===== src/tick_timer_consts.svh =====
// offsets, field positions, reset values and codes for the tick timer
`ifndef TICK_TIMER_CONSTS_SVH
`define TICK_TIMER_CONSTS_SVH
`define TT_SPR_MODE          2'h0
`define TT_SPR_COUNT         2'h1
`define TT_SPR_PRESENT       2'h2
`define TT_MODE_HI           31
`define TT_MODE_LO           30
`define TT_IE_BIT            29
`define TT_IP_BIT            28
`define TT_PERIOD_HI         27
`define TT_PRESENT_BIT       10
`define TT_COUNT_RESET       32'h0000_0000
`define TT_PERIOD_RESET      28'h000_0000
`endif


===== src/tick_timer_pkg.sv =====
// types shared by the tick timer files
package tick_timer_pkg;
	typedef enum logic [1:0] {
		MODE_OFF     = 2'h0,
		MODE_RESTART = 2'h1,
		MODE_SINGLE  = 2'h2,
		MODE_FREE    = 2'h3
	} tick_mode_e;

	typedef struct packed {
		logic        valid;
		logic        write;
		logic        user_mode;
		logic [1:0]  sel;
		logic [31:0] wdata;
	} spr_req_s;

	typedef struct packed {
		logic        ack;
		logic        denied;
		logic [31:0] rdata;
	} spr_rsp_s;
endpackage


===== src/periodic_tick_timer.sv =====
// tick timer: mode register, count register and interrupt
// Operation
// - nonzero mode increments count every cycle while not stopped, except on a match in modes 01 and 10
// - match when count[27:0] equals period
// - mode 00 disables counting and interrupt
// - mode 01 clears count on match
// - mode 10 stops on match until count written
// - mode 11 counts through a match
// - interrupt on match only when enable set
// - enable clear means no interrupt
// - pending in bit 28, write zero clears
// - mode 31:30, ie 29, ip 28, period 27:0
// - supervisor reads and writes both registers
// - user reads count only when access enabled
// - count is full 32 bits
// - present register bit 10 reads one
`include "tick_timer_consts.svh"
module periodic_tick_timer #(
	parameter int PERIOD_W = 28
) (
	// clock and reset
	input  wire logic                     clock,
	input  wire logic                     sys_rst,
	// special-purpose register port
	input  wire tick_timer_pkg::spr_req_s spr_req,
	output tick_timer_pkg::spr_rsp_s      spr_rsp,
	// supervision register bit
	input  wire logic                     user_read_access_enable,
	// exception logic
	output logic                          tick_irq
);
	// the mode register packs exactly 28 period bits under its four control bits
	if (PERIOD_W != 28)
	begin
		$error("period field must be 28 bits");
	end

	tick_timer_pkg::tick_mode_e mode_r;
	logic                       tick_irq_enable_r;
	logic                       tick_irq_pending_r;
	logic [PERIOD_W-1:0]        compare_period_r;
	logic [31:0]                count_field_r;
	logic                       stopped_r;
	logic                       hit;
	logic                       allowed;
	logic                       wr_mode;
	logic                       wr_count;
	logic                       running;
	logic                       match_ev;
	logic [31:0]                rd_nxt;

	tick_match #(.PERIOD_W(PERIOD_W)) u_match (
		.count_value (count_field_r),
		.period      (compare_period_r),
		.hit         (hit)
	);

	tick_access u_access (
		.req                     (spr_req),
		.user_read_access_enable (user_read_access_enable),
		.allowed                 (allowed)
	);

	assign wr_mode  = spr_req.valid && spr_req.write && allowed && spr_req.sel == `TT_SPR_MODE;
	assign wr_count = spr_req.valid && spr_req.write && allowed && spr_req.sel == `TT_SPR_COUNT;
	assign running  = (mode_r != tick_timer_pkg::MODE_OFF) && !stopped_r;
	// a stopped timer keeps matching; the event counts only while active
	assign match_ev = hit && mode_r != tick_timer_pkg::MODE_OFF && !stopped_r;

	// mode register fields
	always_ff @(posedge clock or posedge sys_rst)
	begin
		if (sys_rst)
		begin
			mode_r            <= tick_timer_pkg::MODE_OFF;
			tick_irq_enable_r <= 1'b0;
			compare_period_r  <= `TT_PERIOD_RESET;
		end
		else if (wr_mode)
		begin
			mode_r            <= tick_timer_pkg::tick_mode_e'(spr_req.wdata[`TT_MODE_HI:`TT_MODE_LO]);
			tick_irq_enable_r <= spr_req.wdata[`TT_IE_BIT];
			compare_period_r  <= spr_req.wdata[PERIOD_W-1:0];
		end
	end

	// pending flag: a new match wins over a clearing write
	always_ff @(posedge clock or posedge sys_rst)
	begin
		if (sys_rst)
			tick_irq_pending_r <= 1'b0;
		else if (match_ev && tick_irq_enable_r)
			tick_irq_pending_r <= 1'b1;
		else if (wr_mode && !spr_req.wdata[`TT_IP_BIT])
			tick_irq_pending_r <= 1'b0;
	end

	// count register
	always_ff @(posedge clock or posedge sys_rst)
	begin
		if (sys_rst)
			count_field_r <= `TT_COUNT_RESET;
		else if (wr_count)
			count_field_r <= spr_req.wdata;
		else if (running && match_ev && mode_r == tick_timer_pkg::MODE_RESTART)
			count_field_r <= `TT_COUNT_RESET;
		else if (running && !(match_ev && mode_r == tick_timer_pkg::MODE_SINGLE))
			count_field_r <= count_field_r + 32'h0000_0001;
	end

	// single-run stop latch, released only by a count write
	always_ff @(posedge clock or posedge sys_rst)
	begin
		if (sys_rst)
			stopped_r <= 1'b0;
		else if (wr_count)
			stopped_r <= 1'b0;
		else if (match_ev && mode_r == tick_timer_pkg::MODE_SINGLE)
			stopped_r <= 1'b1;
	end

	assign tick_irq = tick_irq_pending_r && tick_irq_enable_r;

	always_comb
	begin
		rd_nxt = 32'h0000_0000;
		unique case (spr_req.sel)
			`TT_SPR_MODE:
				rd_nxt = {mode_r, tick_irq_enable_r, tick_irq_pending_r, compare_period_r};
			`TT_SPR_COUNT:
				rd_nxt = count_field_r;
			`TT_SPR_PRESENT:
				rd_nxt[`TT_PRESENT_BIT] = 1'b1;
			default:
				rd_nxt = 32'h0000_0000;
		endcase
	end

	// response registered one cycle after the request
	always_ff @(posedge clock or posedge sys_rst)
	begin
		if (sys_rst)
			spr_rsp <= '0;
		else
		begin
			spr_rsp.ack    <= spr_req.valid;
			spr_rsp.denied <= spr_req.valid && !allowed;
			spr_rsp.rdata  <= (spr_req.valid && !spr_req.write && allowed) ? rd_nxt : 32'h0000_0000;
		end
	end
endmodule


===== src/tick_match.sv =====
// compares the low bits of the count with the period
`include "tick_timer_consts.svh"
module tick_match #(
	parameter int PERIOD_W = 28
) (
	// operands
	input  wire logic [31:0]         count_value,
	input  wire logic [PERIOD_W-1:0] period,
	// result
	output logic                     hit
);
	if (PERIOD_W < 1 || PERIOD_W > 32)
	begin
		$error("period width out of range");
	end

	assign hit = (count_value[PERIOD_W-1:0] == period);
endmodule


===== src/tick_access.sv =====
// privilege check for register moves
`include "tick_timer_consts.svh"
module tick_access (
	// request
	input  wire tick_timer_pkg::spr_req_s req,
	input  wire logic                     user_read_access_enable,
	// decision
	output logic                          allowed
);
	always_comb
	begin
		if (!req.user_mode)
			allowed = 1'b1;
		else
			allowed = !req.write && req.sel == `TT_SPR_COUNT && user_read_access_enable;
	end
endmodule


===== config.mk =====
export PLATFORM = sky130hd
export DESIGN_NAME = periodic_tick_timer
export DESIGN_NICKNAME = d
export VERILOG_FILES = /design/src/tick_timer_pkg.sv /design/src/periodic_tick_timer.sv /design/src/tick_match.sv /design/src/tick_access.sv
export VERILOG_INCLUDE_DIRS = /design/src
export SDC_FILE = /design/constraint.sdc
export NUM_CORES = 1
export LEC_CHECK = 0
export ABC_AREA = 1
export BUFFER_PORTS_ARGS = -buffer_cell sky130_fd_sc_hd__buf_2
export CAP_MARGIN = 20
export CORE_MARGIN = 1.5
export CORE_UTILIZATION = 25
export DETAILED_ROUTE_END_ITERATION = 10
export MAX_ROUTING_LAYER = met4
export SYNTH_ARGS = -nofsm -noshare
export SYNTH_HDL_FRONTEND = slang
export SYNTH_SLANG_ARGS = --single-unit

===== constraint.sdc =====
create_clock -name clock -period 4.6 [get_ports clock]
set_clock_uncertainty 0.1 [all_clocks]
set_input_delay 0.92 -clock clock [delete_from_list [all_inputs] [get_ports clock]]
set_output_delay 0.92 -clock clock [all_outputs]
set_load 0.01 [all_outputs]

After elaboration in Yosys (flattened, before gate mapping)
Cells that the tools add are included.
{"block": "word_totals", "output_inout_bits": 35, "ff_bits": 99}
{"block": "op_classes", "n_eq_ne": 5, "n_addsub": 1, "mux": 12, "n_reduce_logical": 29}
{"operator": "2-to-1 mux 32 bit", "count": 4}
{"operator": "case mux 21 bit (2 select lines)", "count": 1}
{"operator": "adder 32 x 1 -> 32 bit, second input constant", "count": 1}
{"operator": "== test 28 bit", "count": 1}
{"operator": "case mux 10 bit (2 select lines)", "count": 1}
{"operator": "logical AND 1 bit", "count": 19}
{"operator": "nonzero test 2 bit", "count": 3}
{"operator": "zero test 1 bit", "count": 5}
{"operator": "2-to-1 mux 1 bit", "count": 5}
{"operator": "== test 2 x 1 -> 1 bit, second input constant", "count": 2}
{"operator": "== test 2 bit, second input constant", "count": 2}
{"operator": "case mux 1 bit (3 select lines)", "count": 1}
{"operator": "nonzero test 3 bit", "count": 1}
{"operator": "zero test 2 bit", "count": 1}

Logic depth before layout (Yosys ltp)
Gate-level depths: netlist (run 1).
{"block": "depth", "ltp_word": 9, "ltp_mapped": 15, "mapped_depth_nobuf": 13}

Modules after synthesis
From an unflattened synthesis (run 1), not the netlist that was laid out.
{"block": "unflattened", "cells_unflattened": 773, "hier_area_um2": 5669.2}
{"module": "periodic_tick_timer", "area_per_inst_um2": 5111.2, "cells_per_inst": 636, "instances": 1}
{"module": "tick_match", "area_per_inst_um2": 539.3, "cells_per_inst": 132, "instances": 1}
{"module": "tick_access", "area_per_inst_um2": 18.8, "cells_per_inst": 5, "instances": 1}

Least setup slack after synthesis (run 1)
Ideal clock, no wire load.
{"block": "synth_path", "kind": "input port to flip-flop", "start": "in spr_req[32] in the netlist's numbering", "end": "reg compare_period_r[11]", "arrival_ns": 2.052, "stages": 5, "path_buffers": 2, "path_slack_ns": 2.323, "setup_ns": 0.125, "cell_sequence": "buf_2 -> nor2_1 -> nand3_1 -> buf_2 -> mux2_2"}
{"block": "synth_via", "elab_chain_len": 6, "word_cells_on_any_way": 7, "cone_classes": "eq/ne (1); mux (1); reduce/logical (5)"}
{"item": "start: declaration", "line": "periodic_tick_timer.sv:25", "source": "input wire tick_timer_pkg::spr_req_s spr_req,"}
{"item": "== test 2 x 1 -> 1 bit (no line)"}
{"item": "logical AND 1 bit (no line)"}
{"item": "logical AND 1 bit", "line": "tick_access.sv:15", "source": "allowed = !req.write && req.sel == `TT_SPR_COUNT && user_read_access_enable;"}
{"item": "2-to-1 mux 1 bit", "line": "tick_access.sv:12", "source": "if (!req.user_mode)"}
{"item": "logical AND 1 bit", "line": "periodic_tick_timer.sv:64", "source": "assign wr_mode = spr_req.valid && spr_req.write && allowed && spr_req.sel == `TT_SPR_MODE;"}
{"item": "logical AND 1 bit (no line) (*)"}
{"item": "end signal: assignment", "line": "periodic_tick_timer.sv:77", "source": "compare_period_r <= `TT_PERIOD_RESET;"}
{"item": "end signal: assignment", "line": "periodic_tick_timer.sv:83", "source": "compare_period_r <= spr_req.wdata[PERIOD_W-1:0];"}
{"item": "end: declaration", "line": "periodic_tick_timer.sv:41", "source": "logic [PERIOD_W-1:0] compare_period_r;"}
Mark *: on every way between the ends. The rest lies on a longest branch, timed or not.
A chain may end at the register's enable or synchronous reset.

Worst setup path after layout (run 1)
{"block": "layout_path", "start": "in spr_req[32] in the netlist's numbering", "end": "reg count_field_r[23]"}
{"block": "layout_via", "elab_chain_len": 7, "word_cells_on_any_way": 8, "cone_classes": "eq/ne (1); mux (2); reduce/logical (5)"}
{"item": "== test 2 x 1 -> 1 bit (no line) (*)"}
{"item": "logical AND 1 bit (no line)"}
{"item": "logical AND 1 bit", "line": "tick_access.sv:15"}
{"item": "2-to-1 mux 1 bit", "line": "tick_access.sv:12"}
{"item": "logical AND 1 bit", "line": "periodic_tick_timer.sv:65", "source": "assign wr_count = spr_req.valid && spr_req.write && allowed && spr_req.sel == `TT_SPR_COUNT;"}
{"item": "logical AND 1 bit (no line) (*)"}
{"item": "nonzero test 3 bit (no line) or 2-to-1 mux 32 bit (tied branches)"}
{"item": "end signal: assignment", "line": "periodic_tick_timer.sv:102", "source": "count_field_r <= `TT_COUNT_RESET;"}
{"item": "end signal: assignment", "line": "periodic_tick_timer.sv:104", "source": "count_field_r <= spr_req.wdata;"}
{"item": "end signal: assignment", "line": "periodic_tick_timer.sv:106", "source": "count_field_r <= `TT_COUNT_RESET;"}
{"item": "end: declaration", "line": "periodic_tick_timer.sv:42", "source": "logic [31:0] count_field_r;"}
Marks and branches as above.

==> results of run 1 <==
==> worst max-delay path, delay by kind of cell <==
family        cells  cell delay [ps]
buf+inv           3              660
simple gates      7             1490
==> kinds of logic (layout without fill, tap and decap cells) <==
family / after synthesis / count (layout) / share of synthesized area
xor gates and xnor gates: 42 / 42 / 0.0663
adders and majority gates: 1 / 1 / 0.00217
DFF: 99 / 99 / 0.429
and+or+nand+nor: 426 / 426 / 0.321
buffers and inverters: 101 / 150 / 0.0784
muxes: 19 / 19 / 0.0371
AOI/OAI and AO/OA: 75 / 75 / 0.0661
==> per-layer routing <==
metal	vias to the layer above	wire length [µm]	part of all wire
li1	2522	-	-
met1	2400	8100	0.47
met2	111	8110	0.47
met3	19	715	0.042
met4	0	238	0.014
met5	-	0	0
==> flip-flops by register name, summed over array words and instances (netlist names) <==
name                cells
mode_r                  2
spr_rsp                34
compare_period_r       28
stopped_r               1
tick_irq_pending_r      1
tick_irq_enable_r       1
count_field_r          32
==> power groups by stage <==
stage	Combinational [µW]	Clock, µW	Sequential [µW]
floorplan	894	0	1210
global placement	955	0	1370
detailed placement	967	0	1370
CTS	977	904	1360
global route	1120	946	1400
finish	974	889	1360
==> per-stage QoR <==
step / total power [µW] / std cells / worst slack [ps] / instance area, µm² / utilization
2_1_floorplan: 2100 / 763 / 990 / 5770 / -
3_3_place_gp: 2330 / 1081 / 1430 / 6310 / 0.279
3_5_place_dp: 2340 / 1081 / 1360 / 6310 / 0.279
4_1_cts: 3240 / 1097 / 1730 / 6660 / 0.294
5_1_grt: 3470 / 1097 / 1440 / 6660 / 0.294
6_report: 3230 / 1097 / 1720 / 6660 / 0.294
==> synth_stat cells, types with 2 or more instances <==
cell / n
nand4_1: 11
nand2_1: 231
nor2b_1: 2
nor2_1: 67
xnor2_2: 2
nor2_4: 2
clkbuf_1: 13
nand2_4: 2
nor3_1: 14
nor3b_1: 2
nand3_1: 82
o21ai_0: 24
nor3_2: 2
nor2_2: 3
xor2_1: 23
inv_1: 42
mux2_2: 19
inv_2: 10
a21oi_1: 44
xnor2_1: 17
buf_6: 4
nand3b_1: 2
dfrtp_1: 99
o21ai_1: 5
buf_2: 30
==> layout make-up <==
class                   count  area [µm²]
well taps                 285         357
clock buffers              11         243
flip-flops and latches     99        2480
inverters                  53         204
clock inverters             5         100
multi-input cells         563        2850
repair buffers             81         423
fillers                  2432       16000
==> path summary, 6_finish.rpt <==
kind	startpoint	endpoint	slack (ps)	cells past startpoint
min in group clock	stopped_r$_DFFE_PP0P_	stopped_r$_DFFE_PP0P_	440	2
min reg2reg	stopped_r$_DFFE_PP0P_	stopped_r$_DFFE_PP0P_	440	2
max in group asynchronous	sys_rst	compare_period_r[12]$_DFFE_PP0N_	3050	3
max	spr_req[32]	count_field_r[23]$_DFFE_PP0P_	1720	10
max reg2reg	count_field_r[5]$_DFFE_PP0P_	count_field_r[23]$_DFFE_PP0P_	1770	10
min	sys_rst	spr_rsp[25]$_DFF_PP0_	420	2
==> metrics.txt, run 1 <==
status completed; CP required ~4800 ps; final wirelength 17.2 mm; Die Ht 155 µm; met1 Use GR 0.203; DR vias/cell 4.61; drt wl/cell roughly 16 µm; drt pass-1 iters 5; largest cells by area after synthesis dfrtp_1 43%, nand2_1 15%, nand3_1 7.1%, nor2_1 4.4%, a21oi_1 3.8%; post-route ant nets 0; commonest non-fill, non-tap cell in the layout nand2_1; Critical Path Most Common Cell nand2_1; Tot GR Track Use 0.154; area grow syn2layout 15.3%; Worst Path Arrival 3080 ps; CP max FO 35; IO buf count 74; most frequent cells in the layout 231 x nand2_1, 99 x dfrtp_1, 81 x nand3_1; met3 track utilization from global routing 0.0304; DRC 0; CP max-delay cell nand2_4; gpl congestion roughly 0.95; num ports 75; post-synthesis sequential area ratio 0.429; Critical Path Source Type input port; Hold Fails Final Rpt 0; Nets about 850; worst skew pair latency 360 ps; crit path cell chain buf_2, buf_4, nand4_1, nand2_1, nand4_2, nand2_4, inv_4, nand2_4, nand2_1, nand2_1; post-CTS sizing 0; Seq cells post-synth 99; max cap viols 0; TNS Setup 0 ps; DRT iter0 DRCs 402; layout cell share with drive strength beyond 1 0.177; Core Box Area 22600 µm²; Num Clock Sinks slightly below 100; # Post-CTS Setup Buffers 0; Largest stage delay, worst path 380 ps; final setup vio count 0; CTS tree done; slew at the pin closest to its max-slew limit 898 ps; internal power 2000 µW; vias in the first global route 4997; M2 GR Usage 0.240; Final Critical Period roughly 2900 ps; Hold Slack between 400 and 500 ps; first-pass GRT wire length about 28 mm; TritonCTS buffer count 9; min-delay worst type in2async; leading area contributor after synthesis dfrtp_1; cells after synthesis about 760; initial antenna violation count 0; switching power 1230 µW; Die X 155 µm; VDD IR max 0.174 mV; Worst-path clk slew 70 ps; Synth async-reset ratio 1.00; Post-synth EDFFs 0; ys flop type dfrtp_1; Net Sw Frac 0.381; full die area between 20000 and 25000 µm²; Ys Warns 0; WS Path Type in2reg; Slew Viols, Final 0; Slew headroom 0.400; Ant. Diodes 0; Comb power frac 0.302; vias 5052; Post-Syn Nets 804; grt peak-use layer met2; fmax approximately 350 MHz; CTS Root Cell clkbuf_16; post-synth top area share 0.429; Pwr per Cell Area 485 nW/µm²; Detailed Place HPWL 12.5 mm; Sequential Power Share 0.423; CTS HTree Levels 3; clock share of power 0.276; Lkg Pwr 0.00307 µW; row count 55; largest net degree at the start of global routing 49; CTS max path bufs 2; cts hold-fix bufs 0; RSZ-0062 raised after global routing false; final worst path period share 0.627; initial core utilization 0.255; Mapped Area 5770 µm²; count of different cell masters after synthesis 36; grt total ovfl 0; Syn Area/Cell 7.57 µm²; Crit. End Element flop
Note: power is estimated with default switching activity, not from simulation.
==> run 2: changes to the inputs <==
Settings changed: ABC_AREA 1 to 0.
Clock period 4.6 ns to 2.32 ns, I/O delays scaled along.
==> run 2 against run 1 <==
  * The flow now finishes with violations (negative setup slack)
  * Cell area increased by 11%
  * Critical path depth decreased by 2
  * Wire length decreased by 7.2%
  * Non-clock buffer count increased by 97
  * Sequential share of layout area decreased by 3.7 points
  * Area after synthesis decreased by 9.6%
  * Combinational power increased by 99%
==> metrics.txt, run 2 <==
DR vias/cell ~4.8; area grow syn2layout 41.6%; WS Path Type reg2reg; leading area contributor after synthesis dfrtp_1; full die area 21800 µm²; Nets roughly 700; failing checks negative setup slack; count leader, synth dfrtp_1; met3 wire length 582 µm; status finished, violations left; Critical Path Source Type flop; CTS Root Cell clkbuf_16; post-route ant nets 0; largest family of logic cells by synthesized area simple AND/OR/NAND/NOR gates; Lkg Pwr 0.00336 µW; Biggest register spr_rsp; Core Box Area 20400 µm²; TritonCTS buffer count 9; Tot GR Track Use 0.154; DR top layer met4; Num Clock Sinks between 90 and 100; most frequent cells in the layout 99 x dfrtp_1, 75 x buf_2, 75 x buf_4; Filler Cell Count 2030; largest cells by area after synthesis dfrtp_1 47%, mux2_2 7.1%, mux2i_1 5.9%, xnor2_1 4.5%, nand2_1 3.5%; Detailed Place HPWL 11.2 mm; CP required 2520 ps; Crit. End Element flop; worst skew pair latency 360 ps; CTS tree done; CTS HTree Levels 3; vias 4447; min-delay worst type in2async; DRC 0; synth cell count leaders 99 x dfrtp_1, 49 x nand2_1, 45 x nor2_1; DRT iter0 DRCs about 280; Worst Path Arrival 2600 ps; post-synth top area share 0.475; Pwr per Cell Area 757 nW/µm²; final wirelength 15.9 mm; largest net degree at the start of global routing 45; final worst path period share 1.04; Ys Warns 0; Die X between 100 and 150 µm; final setup vio count 15; Die Ht 147 µm; grt total ovfl 0; post-synthesis sequential area ratio 0.475; CP max FO 6; slew at the pin closest to its max-slew limit ~450 ps; Ant. Diodes 0; vias in the first global route between 4000 and 5000; routed length on met1 7.76 mm; gpl congestion 0.868; top flop regs spr_rsp x34, count_field_r x32, compare_period_r x28; Post-Synth Adder-Cell Area 0.00240; Post-synth EDFFs 0; initial core utilization 0.256; total power 5590 µW; layout cell share with drive strength beyond 1 0.447; drt pass-1 iters 4; max cap viols 0; IO buf count between 70 and 80; CTS max path bufs 2; cells after synthesis 508; Slew headroom 0.700; final setup margin -85.3 ps; Post-Syn Nets roughly 550; count of different cell masters after synthesis 65; Worst-path clk slew roughly 70 ps; drt wl/cell 17.0 µm; Seq cells post-synth 99; Syn Area/Cell 10.3 µm²; number of flip-flops in the largest register 34; Synth async-reset ratio 1.00; area fraction in and, or, nand and nor cells after synthesis 0.153; fmax between 400 and 500 MHz; Mapped Area ~5200 µm²; ys flop type dfrtp_1; first-pass GRT wire length 25.1 mm; Hold Fails Final Rpt 0; num ports 75; row count 52; VDD IR max 0.327 mV; met2 WL 7.27 mm; synthesized-area fraction occupied by xor and xnor cells 0.0487; initial antenna violation count 0; RSZ-0062 raised after global routing true; multiplexer area fraction after synthesis 0.131; Hold Slack 0.331 ps; Compound-Gate Fraction of Synth Area 0.148; commonest non-fill, non-tap cell in the layout dfrtp_1; Slew Viols, Final 0; Final Critical Period 2410 ps
run 2: logic make-up (layout without fill, tap and decap cells):
group / after synthesis / count (layout)
XOR/XNOR: 29 / 29
flip-flops: 99 / 99
buffers and inverters: 47 / 202
AO/OA/AOI/OAI: 108 / 109
AND/OR/NAND/NOR: 160 / 160
multiplexers: 64 / 64
adder cells (fa/ha/maj): 1 / 1
run 2: layout make-up:
class | instances | area, µm² | share of cell area
tap | 270 | 338 | 0.0457
multi-input combinational | 363 | 2930 | 0.396
clock buffer | 12 | 256 | 0.0347
inverter | 9 | 37.5 | 0.00508
timing repair buffer | 178 | 1330 | 0.180
sequential | 99 | 2480 | 0.335
clock inverter | 3 | 23.8 | 0.00322
run 2: final timing paths:
| check | from | endpoint | slack (ps) | cells past startpoint |
|---|---|---|---|---|
| worst max-delay path | count_field_r[16]$_DFFE_PP0P_ | count_field_r[20]$_DFFE_PP0P_ | -90 | 8 |
| worst min-delay path | sys_rst | spr_rsp[16]$_DFF_PP0_ | 0.3 | 2 |
| worst max register to register | count_field_r[16]$_DFFE_PP0P_ | count_field_r[20]$_DFFE_PP0P_ | -90 | 8 |
| worst min register to register | count_field_r[29]$_DFFE_PP0P_ | spr_rsp[29]$_DFF_PP0_ | 450 | 2 |
| max in group asynchronous | sys_rst | spr_rsp[24]$_DFF_PP0_ | 1560 | 3 |
| min in group clock | spr_req[36] | spr_rsp[33]$_DFF_PP0_ | 170 | 1 |
run 2: stage by stage:
stage                     instances  setup TNS (ps)  utilization  worst slack, ps  instance area [µm²]
after CTS                       930           -1100        0.344            -67.1                 7010
after global placement          903            -833        0.320            -66.5                 6510
final                           934            -574        0.363            -85.3                 7390
after floorplan                 508               0            -             15.0                 5240
after global routing            934           -2040        0.363             -130                 7390
after detailed placement        903           -1220        0.320            -94.4                 6510
run 2: critical path, stage by stage (launching register included):
cell and delay, ps:
dfrtp_1 390, xnor2_1 250, nand4_1 210, nor4_4 380
a21oi_2 150, or2_4 310, buf_6 150, a31o_4 220
o2bb2a_4 180
run 2: layer usage:
metal,global-route usage,vias to the layer above
met5,-,-
met4,0.0610,0
met3,0.0201,19
met2,0.225,110
met1,0.216,2183
li1,-,2135
run 2: report_power, final:
| group | switching (µW) | total [µW] | internal, µW |
|---|---|---|---|
| logic | 932 | 1940 | 1000 |
| registers | 210 | 2200 | 1990 |
| clock network | 674 | 1460 | 783 |
run 2: what timing repair did:
item	in CTS	in global routing
pin swaps	19	29
setup endpoints to repair	29	32
gates resized for setup	39	68
hold buffers	0	0
buffers inserted	9	3
gates cloned	3	1
